<file path="config.mk">
export PLATFORM = sky130hd
export DESIGN_NAME = irq_front
export DESIGN_NICKNAME = d
export VERILOG_FILES = /design/src/irq_front_pkg.sv /design/src/irq_front.sv /design/src/pin_sampler.sv
export VERILOG_INCLUDE_DIRS = /design/src /design/src/src
export SDC_FILE = /design/constraint.sdc
export NUM_CORES = 1
export LEC_CHECK = 0
export ABC_AREA = 1
export BUFFER_PORTS_ARGS = -buffer_cell sky130_fd_sc_hd__buf_4
export CAP_MARGIN = 15
export CORE_MARGIN = 5
export CORE_UTILIZATION = 45
export CTS_CLUSTER_SIZE = 12
export DETAILED_ROUTE_END_ITERATION = 8
export PLACE_DENSITY = 0.68
export SETUP_SLACK_MARGIN = 0.15
export SLEW_MARGIN = 20
export SYNTH_ARGS = -nofsm -noshare
export SYNTH_HDL_FRONTEND = slang
export SYNTH_HIERARCHICAL = 1
export SYNTH_SLANG_ARGS = --single-unit
</file>
<file path="constraint.sdc">
create_clock -name pclk -period 1.6 [get_ports pclk]
set_clock_uncertainty 0.1 [all_clocks]
set_input_delay 0.32 -clock pclk [delete_from_list [all_inputs] [get_ports pclk]]
set_output_delay 0.32 -clock pclk [all_outputs]
set_load 0.05 [all_outputs]
</file>
<file path="src/irq_front_defs.svh">
// register map, field positions, reset values and timing counts of the interrupt front end
`ifndef IRQ_FRONT_DEFS_SVH
`define IRQ_FRONT_DEFS_SVH

// ----------------------------------------------------------------------------
// register byte offsets
// ----------------------------------------------------------------------------
`define OFS_MCU_CONTROL   12'h000
`define OFS_SENSE_CONTROL 12'h004
`define OFS_EXT_MASK      12'h008
`define OFS_EXT_FLAGS     12'h00C
`define OFS_PC_CONTROL    12'h010
`define OFS_PC_FLAGS      12'h014
`define OFS_PC_MASK_ZERO  12'h018
`define OFS_PC_MASK_ONE   12'h01C
`define OFS_PC_MASK_TWO   12'h020
`define OFS_REQ_STATUS    12'h024

// ----------------------------------------------------------------------------
// fields and codes
// ----------------------------------------------------------------------------
`define BIT_VECTOR_CHANGE_ENABLE 0
`define BIT_VECTOR_TABLE_SELECT  1
`define SENSE_LOW_LEVEL 2'h0
`define SENSE_ANY_CHANGE 2'h1
`define SENSE_FALLING    2'h2
`define SENSE_RISING     2'h3
`define RESET_BYTE       8'h00

// ----------------------------------------------------------------------------
// timing
// ----------------------------------------------------------------------------
`define CHANGE_WINDOW_CYCLES 3'h4
`define HOLD_RETIRE_COUNT    2'h2

`endif

</file>
<file path="src/irq_front_pkg.sv">
// types shared by the interrupt front end
package irq_front_pkg;
  // progress of the vector relocation sequence
  typedef enum logic [1:0] {SEQ_IDLE, SEQ_OPEN, SEQ_HOLD} seq_state_t;
endpackage : irq_front_pkg

</file>
<file path="src/irq_front.sv">
// interrupt front end: vector placement, dedicated pins and pin-change groups
`timescale 1ns/1ps
`default_nettype none
`include "irq_front_defs.svh"
module irq_front
  import irq_front_pkg::*;
#(
  parameter bit          HAS_BOOT_SECTION = 1'b1,
  parameter logic [12:0] BOOT_START_SZ0   = 13'h1000,
  parameter logic [12:0] BOOT_START_SZ1   = 13'h1800,
  parameter logic [12:0] BOOT_START_SZ2   = 13'h1C00,
  parameter logic [12:0] BOOT_START_SZ3   = 13'h1E00
) (
  input  wire logic        pclk,
  input  wire logic        presetn,
  input  wire logic        psel,
  input  wire logic        penable,
  input  wire logic        pwrite,
  input  wire logic [11:0] paddr,
  input  wire logic [31:0] pwdata,
  output logic      [31:0] prdata,
  output logic             pready,
  output logic             pslverr,
  input  wire logic        io_clock_enable,
  input  wire logic        global_irq_enable,
  input  wire logic        instr_retire,
  input  wire logic        executing_boot,
  input  wire logic [1:0]  boot_size_fuses,
  input  wire logic        app_boot_lock_bit,
  input  wire logic        boot_side_lock_bit,
  input  wire logic [1:0]  ext_irq_pins,
  input  wire logic [23:0] pin_change_pins,
  input  wire logic [4:0]  irq_ack,
  output logic [4:0]       irq_request,
  output logic [12:0]      vector_base,
  output logic             wake_request
);
  // a zero boot start could not be told apart from the flash vector base
  if ((BOOT_START_SZ0 == 13'h0000) || (BOOT_START_SZ1 == 13'h0000) ||
      (BOOT_START_SZ2 == 13'h0000) || (BOOT_START_SZ3 == 13'h0000)) begin : g_bad_boot_start
    $error("boot start must not be zero");
  end

  // ------------------------------------------------------------------------
  // apb decode
  // ------------------------------------------------------------------------
  logic        setup_phase;
  logic        wr_strobe;
  logic        addr_hit;
  logic        wr_mcu, wr_sense, wr_emask, wr_eflag, wr_pcctl, wr_pcflag;
  logic        wr_m0, wr_m1, wr_m2;
  logic [7:0]  wbyte;

  function automatic logic is_wr(input logic [11:0] a, input logic [11:0] ofs);
    is_wr = (a == ofs);
  endfunction : is_wr

  assign setup_phase = psel && !penable;
  assign wr_strobe   = psel && penable && pwrite;
  assign wbyte       = pwdata[7:0];
  assign wr_mcu      = wr_strobe && is_wr(paddr, `OFS_MCU_CONTROL);
  assign wr_sense    = wr_strobe && is_wr(paddr, `OFS_SENSE_CONTROL);
  assign wr_emask    = wr_strobe && is_wr(paddr, `OFS_EXT_MASK);
  assign wr_eflag    = wr_strobe && is_wr(paddr, `OFS_EXT_FLAGS);
  assign wr_pcctl    = wr_strobe && is_wr(paddr, `OFS_PC_CONTROL);
  assign wr_pcflag   = wr_strobe && is_wr(paddr, `OFS_PC_FLAGS);
  assign wr_m0       = wr_strobe && is_wr(paddr, `OFS_PC_MASK_ZERO);
  assign wr_m1       = wr_strobe && is_wr(paddr, `OFS_PC_MASK_ONE);
  assign wr_m2       = wr_strobe && is_wr(paddr, `OFS_PC_MASK_TWO);
  assign addr_hit    = (paddr[1:0] == 2'h0) && (paddr <= `OFS_REQ_STATUS);

  // ------------------------------------------------------------------------
  // control registers
  // ------------------------------------------------------------------------
  logic [3:0] sense_reg;
  logic [1:0] emask_reg;
  logic [2:0] pcctl_reg;
  logic [7:0] mask0_reg, mask1_reg, mask2_reg;

  // mask one has only seven live pins; bit 7 stays zero
  always_ff @(posedge pclk or negedge presetn) begin
    if (!presetn) begin
      sense_reg <= 4'h0;
      emask_reg <= 2'h0;
      pcctl_reg <= 3'h0;
      mask0_reg <= `RESET_BYTE;
      mask1_reg <= `RESET_BYTE;
      mask2_reg <= `RESET_BYTE;
    end else begin
      if (wr_sense) sense_reg <= wbyte[3:0];
      if (wr_emask) emask_reg <= wbyte[1:0];
      if (wr_pcctl) pcctl_reg <= wbyte[2:0];
      if (wr_m0) mask0_reg <= wbyte;
      if (wr_m1) mask1_reg <= {1'b0, wbyte[6:0]};
      if (wr_m2) mask2_reg <= wbyte;
    end
  end

  // ------------------------------------------------------------------------
  // vector relocation sequence
  // ------------------------------------------------------------------------
  seq_state_t state_reg, state_next;
  logic       vsel_reg, vsel_next;
  logic [2:0] win_reg, win_next;
  logic [1:0] hold_reg, hold_next;
  logic       ce_write, sel_write;

  // software is expected to set enable, then write select with enable at zero
  assign ce_write  = wr_mcu && wbyte[`BIT_VECTOR_CHANGE_ENABLE] && HAS_BOOT_SECTION;
  assign sel_write = wr_mcu && !wbyte[`BIT_VECTOR_CHANGE_ENABLE] && HAS_BOOT_SECTION;

  always_comb begin
    state_next = state_reg;
    vsel_next  = vsel_reg;
    win_next   = win_reg;
    hold_next  = hold_reg;
    case (state_reg)
      SEQ_IDLE: begin
        if (ce_write) begin
          state_next = SEQ_OPEN;
          win_next   = `CHANGE_WINDOW_CYCLES;
        end
      end
      SEQ_OPEN: begin
        if (sel_write) begin
          vsel_next  = wbyte[`BIT_VECTOR_TABLE_SELECT];
          state_next = SEQ_HOLD;
          hold_next  = `HOLD_RETIRE_COUNT;
        end else if (win_reg == 3'h1) begin
          state_next = SEQ_IDLE;
        end else begin
          win_next = win_reg - 3'h1;
        end
      end
      SEQ_HOLD: begin
        // the select write retires, then one more instruction
        if (instr_retire) begin
          if (hold_reg == 2'h1) state_next = SEQ_IDLE;
          else hold_next = hold_reg - 2'h1;
        end
      end
      default: state_next = SEQ_IDLE;
    endcase
  end

  always_ff @(posedge pclk or negedge presetn) begin
    if (!presetn) begin
      state_reg <= SEQ_IDLE;
      vsel_reg  <= 1'b0;
      win_reg   <= 3'h0;
      hold_reg  <= 2'h0;
    end else begin
      state_reg <= state_next;
      vsel_reg  <= vsel_next;
      win_reg   <= win_next;
      hold_reg  <= hold_next;
    end
  end

  logic        auto_mask;
  logic        ce_bit;
  logic [12:0] boot_start;

  // masking is local; the global enable input is only read, never changed
  assign auto_mask = (state_reg != SEQ_IDLE);
  assign ce_bit    = (state_reg == SEQ_OPEN);
  assign boot_start = (boot_size_fuses == 2'h0) ? BOOT_START_SZ0 :
                      (boot_size_fuses == 2'h1) ? BOOT_START_SZ1 :
                      (boot_size_fuses == 2'h2) ? BOOT_START_SZ2 : BOOT_START_SZ3;
  assign vector_base = vsel_reg ? boot_start : 13'h0000;

  // ------------------------------------------------------------------------
  // pin sampling
  // ------------------------------------------------------------------------
  logic [25:0] pins_stable;
  logic [25:0] pins_changed;

  // pins are read from the pad whatever their direction, so software can
  // raise interrupts by driving them
  pin_sampler #(
    .WIDTH (26)
  ) u_sampler (
    .pclk         (pclk),
    .presetn      (presetn),
    .sample_en    (io_clock_enable),
    .pins_raw     ({ext_irq_pins, pin_change_pins}),
    .pins_stable  (pins_stable),
    .pins_changed (pins_changed)
  );

  // ------------------------------------------------------------------------
  // dedicated pin detection
  // ------------------------------------------------------------------------
  logic [1:0] ext_now, ext_chg, ext_trig, ext_level, ext_low_mode;
  logic [1:0] eflag_reg, eflag_next;

  assign ext_now = pins_stable[25:24];
  assign ext_chg = pins_changed[25:24];

  genvar k;
  generate
    for (k = 0; k < 2; k++) begin : g_ext
      logic [1:0] mode;
      assign mode = sense_reg[2*k +: 2];
      assign ext_low_mode[k] = (mode == `SENSE_LOW_LEVEL);
      assign ext_trig[k] = ext_chg[k] && (
                           (mode == `SENSE_ANY_CHANGE) ||
                           (mode == `SENSE_FALLING && !ext_now[k]) ||
                           (mode == `SENSE_RISING && ext_now[k]));
      assign ext_level[k] = ext_low_mode[k] && !ext_now[k];
      // set beats clear; level mode keeps the flag at zero
      assign eflag_next[k] = ext_low_mode[k] ? 1'b0 :
                             ext_trig[k] ? 1'b1 :
                             ((wr_eflag && wbyte[k]) || irq_ack[k]) ? 1'b0 : eflag_reg[k];
    end
  endgenerate

  // ------------------------------------------------------------------------
  // pin-change groups
  // ------------------------------------------------------------------------
  logic [2:0] pc_trig;
  logic [2:0] pcflag_reg, pcflag_next;

  assign pc_trig[0] = |(pins_changed[7:0] & mask0_reg);
  assign pc_trig[1] = |(pins_changed[14:8] & mask1_reg[6:0]);
  assign pc_trig[2] = |(pins_changed[23:16] & mask2_reg);
  // set beats clear on the same cycle
  assign pcflag_next = pc_trig |
                       (pcflag_reg & ~((wr_pcflag ? wbyte[2:0] : 3'h0) | irq_ack[4:2]));

  always_ff @(posedge pclk or negedge presetn) begin
    if (!presetn) begin
      eflag_reg  <= 2'h0;
      pcflag_reg <= 3'h0;
    end else begin
      eflag_reg  <= eflag_next;
      pcflag_reg <= pcflag_next;
    end
  end

  // ------------------------------------------------------------------------
  // wake path
  // ------------------------------------------------------------------------
  logic [23:0] pc_enabled_pins;
  logic        pc_diff;
  logic        low_wake;

  // combinational from the pads so it works with the I/O clock stopped;
  // a level dropped before start-up wakes but leaves no request
  assign pc_enabled_pins = {mask2_reg & {8{pcctl_reg[2]}}, 1'b0,
                            mask1_reg[6:0] & {7{pcctl_reg[1]}},
                            mask0_reg & {8{pcctl_reg[0]}}};
  assign pc_diff  = |((pin_change_pins ^ pins_stable[23:0]) & pc_enabled_pins);
  assign low_wake = |(~ext_irq_pins & ext_low_mode & emask_reg);
  assign wake_request = pc_diff || low_wake;

  // ------------------------------------------------------------------------
  // request gating
  // ------------------------------------------------------------------------
  logic       lock_block;
  logic [4:0] pending;

  assign lock_block = HAS_BOOT_SECTION &&
                      ((vsel_reg && app_boot_lock_bit && !executing_boot) ||
                       (!vsel_reg && boot_side_lock_bit && executing_boot));
  assign pending = {pcflag_reg, eflag_reg | ext_level};
  assign irq_request = pending & {pcctl_reg, emask_reg} &
                       {5{global_irq_enable && !auto_mask && !lock_block}};

  // ------------------------------------------------------------------------
  // read data and response
  // ------------------------------------------------------------------------
  logic [7:0]  rbyte;
  logic [31:0] prdata_reg;
  logic        err_reg;

  assign rbyte =
    (paddr == `OFS_MCU_CONTROL)   ? {6'h00, vsel_reg, ce_bit} :
    (paddr == `OFS_SENSE_CONTROL) ? {4'h0, sense_reg} :
    (paddr == `OFS_EXT_MASK)      ? {6'h00, emask_reg} :
    (paddr == `OFS_EXT_FLAGS)     ? {6'h00, eflag_reg} :
    (paddr == `OFS_PC_CONTROL)    ? {5'h00, pcctl_reg} :
    (paddr == `OFS_PC_FLAGS)      ? {5'h00, pcflag_reg} :
    (paddr == `OFS_PC_MASK_ZERO)  ? mask0_reg :
    (paddr == `OFS_PC_MASK_ONE)   ? mask1_reg :
    (paddr == `OFS_PC_MASK_TWO)   ? mask2_reg :
    (paddr == `OFS_REQ_STATUS)    ? {3'h0, irq_request} : 8'h00;

  // captured in the setup cycle so the access phase needs no wait state
  always_ff @(posedge pclk or negedge presetn) begin
    if (!presetn) begin
      prdata_reg <= 32'h0000_0000;
      err_reg    <= 1'b0;
    end else if (setup_phase) begin
      prdata_reg <= {24'h000000, rbyte};
      err_reg    <= !addr_hit;
    end
  end

  assign prdata  = prdata_reg;
  assign pready  = 1'b1;
  assign pslverr = psel && penable && err_reg;
endmodule : irq_front
`default_nettype wire

</file>
<file path="src/pin_sampler.sv">
// three-stage pin sampler with agreement filter and change detect
`timescale 1ns/1ps
`default_nettype none
module pin_sampler #(
  parameter int WIDTH = 26
) (
  input  wire logic             pclk,
  input  wire logic             presetn,
  input  wire logic             sample_en,
  input  wire logic [WIDTH-1:0] pins_raw,
  output logic      [WIDTH-1:0] pins_stable,
  output logic      [WIDTH-1:0] pins_changed
);
  // refused at elaboration
  if (WIDTH < 1) begin : g_bad_width
    $error("pin_sampler width must be positive");
  end

  logic [WIDTH-1:0] stage1_reg;
  logic [WIDTH-1:0] stage2_reg;
  logic [WIDTH-1:0] stage3_reg;
  logic [WIDTH-1:0] stable_reg;
  logic [WIDTH-1:0] changed_reg;

  // ------------------------------------------------------------------------
  // per-bit chain
  // ------------------------------------------------------------------------
  genvar g;
  generate
    for (g = 0; g < WIDTH; g++) begin : g_bit
      // stage1 feeds stage2 only; a value counts once stage2 and stage3 agree
      always_ff @(posedge pclk or negedge presetn) begin
        if (!presetn) begin
          stage1_reg[g]  <= 1'b1;
          stage2_reg[g]  <= 1'b1;
          stage3_reg[g]  <= 1'b1;
          stable_reg[g]  <= 1'b1;
          changed_reg[g] <= 1'b0;
        end else if (sample_en) begin
          stage1_reg[g]  <= pins_raw[g];
          stage2_reg[g]  <= stage1_reg[g];
          stage3_reg[g]  <= stage2_reg[g];
          if (stage2_reg[g] == stage3_reg[g]) begin
            stable_reg[g]  <= stage3_reg[g];
            changed_reg[g] <= stage3_reg[g] ^ stable_reg[g];
          end else begin
            changed_reg[g] <= 1'b0;
          end
        end else begin
          changed_reg[g] <= 1'b0;
        end
      end
    end
  endgenerate

  assign pins_stable  = stable_reg;
  assign pins_changed = changed_reg;
endmodule : pin_sampler
`default_nettype wire

</file>
==> results by group <==
Clock network
  – CTS tree: done
  – Clock Path Buffers: 2
  – Clk_lat worst skew: 0.43 ns
  – Clk slew on worst S/H paths: 0.07 ns
  – H-tree levels: 4
  – Total CTS buffers: 17
  – Root buffer cell: clkbuf_16
  – Clk sinks: 179

Detailed routing
  – Initial DRC count: 460
  – Post-DR wirelength/cell: 14.6 um
  – Via count: 7,685
  – Vias per cell: 4.91
  – DR pass1 iterations: 5
  – # DRC: 0
  – DRT Wirelength: 22,900 um
  – ANT nets after route: 0

Global routing
  – Largest net degree at the start of global routing: 44
  – Remaining Overflow, GRT: 0
  – Global-route wire length before repair: 36,500 um
  – Total GRT Usage: 0.193
  – Initial antenna violation count: 0
  – Number of global-route vias before repair: 7,370

Floorplanning
  – Core footprint: 20,100 um2
  – I/O pins: 141
  – Die area: 23,200 um2
  – Die width: 152 um
  – Row count: 52
  – Chip height: 152 um
  – Starting Density: 0.453

Run
  – Max-cap violations: 0

STA
  – Final worst path period share: 1.56
  – Max-slew violations: 0
  – Min cycle time layout: 2.50 ns
  – RSZ-0062 raised after global routing: yes
  – Final Hold Fails: 0
  – Fmax: 401 MHz
  – Setup ws final: -0.896 ns
  – Hold_ws: 0.0331 ns
  – Final setup viols: 15

Hold path
  – Worst Hold Launch: pin_change_pins[12]
  – Hold crit path type: input pin to flop

Setup path
  – Critical Path RT: 1.18 ns
  – Worst setup path start: u_sampler/pins_stable[10]
  – Arrival time worst endpoint: 2.08 ns
  – CP startpoint kind: flop
  – WP buf/inv: 2
  – Critical-path cell list: a21oi_2, a211oi_2, o211ai_1, o21ai_1, buf_4, nand4_1, buf_6
  – CP Capture Type: output port
  – Slowest cell delay on critical path: 0.56 ns
  – Crit Reg-Reg Startpoint: vsel_reg
  – Setup Crit Path Kind: flop to output port
  – Critical-path top delay cell: dfstp_2
  – Top delay family on crit path: compound AO/OA/AOI/OAI gates
  – Worst-path fanout max: 3

Pwr
  – Pleak: 5.76 nW
  – Pwr Total: 11.5 mW
  – Worst vdd ir: 0.685 mV
  – PD cells: 948 nW/um2

Layout
  – ANT cells: 0
  – Area growth, synth to finish: 32.8%
  – Fin area: 12,100 um2
  – Layout cells sized above 1: 0.371
  – Fillers: 1,680
  – Nets: 1,373
  – Reg area: 4600 um2
  – Area occupied by multi-input gates: 4000 um2

Place
  – Pre-CTS worst setup slack: -0.618 ns
  – Hpwl dp: 16,600 um
  – Placer Congestion: 0.936
  – Post-DP Area: 11,000 um2
  – Buffers on Ports: 81

Outcome
  – Status: complete, but fails checks
  – Failing checks: negative setup slack

Synth
  – Cell Area, Synth: 9110 um2
  – Syn Inst Count: 1,045
  – Synth Warn #: 6
  – Mean Syn Cell Area: 8.72 um2
-- per-layer routing --
layer | vias up | global-route usage | share of wire
met5 | - | 0 | 0
met4 | 0 | 0.0574 | 0.017
met3 | 30 | 0.0398 | 0.045
met2 | 190 | 0.319 | 0.49
met1 | 3662 | 0.257 | 0.45
li1 | 3803 | - | -
-- report_power, final --
| group | switching (mW) | internal (mW) |
|---|---|---|
| registers | 0.347 | 5.24 |
| logic | 1.03 | 0.842 |
| clock network | 1.83 | 2.19 |
| total | 3.21 | 8.27 |
-- final cells by class --
| type | instances | share of cell area |
|---|---|---|
| timing repair buffer | 247 | 0.177 |
| sequential | 179 | 0.380 |
| clock inverter | 8 | 0.00548 |
| inverter | 120 | 0.0389 |
| multi-input combinational | 717 | 0.330 |
| tap | 270 | 0.0279 |
| clock buffer | 24 | 0.0407 |
-- metrics by stage --
step | instances | setup TNS [ns] | utilization
floorplan | 1077 | -0.370 | -
detailed placement | 1504 | -6.73 | 0.547
CTS | 1549 | -4.26 | 0.590
global placement | 1504 | -5.78 | 0.547
global route | 1565 | -6.27 | 0.602
finish | 1565 | -4.83 | 0.602
-- repair_timing --
action,CTS,global route
setup endpoints to repair,23,32
resized for setup,56,31
buffers inserted,11,16
hold buffers,2,0
pin swaps,16,25
hold endpoints to repair,96,0
-- layout by cell type, fill, tap and decap left out, drive strengths merged, types with 25 or more instances in the layout --
| cell type | count |
|---|---|
| o21ai | 114 |
| conb | 34 |
| mux2 | 25 |
| inv | 116 |
| nor2 | 70 |
| dfrtp | 79 |
| nand2 | 280 |
| buf | 245 |
| nand3 | 81 |
| xnor2 | 25 |
| dfstp | 100 |
-- worst paths after layout --
check	slack, ns	end	cells past startpoint
max	-0.90	wake_request	7
min reg2reg	0.38	hold_reg[0]	1
max reg2reg	-0.29	prdata[0]	13
min	0.03	u_sampler/stage1_reg[12]	2
max in group asynchronous	0.60	u_sampler/stage1_reg[20]	3
min in group asynchronous	0.22	u_sampler/pins_changed[6]	2
(Power assumes the default switching activity.)
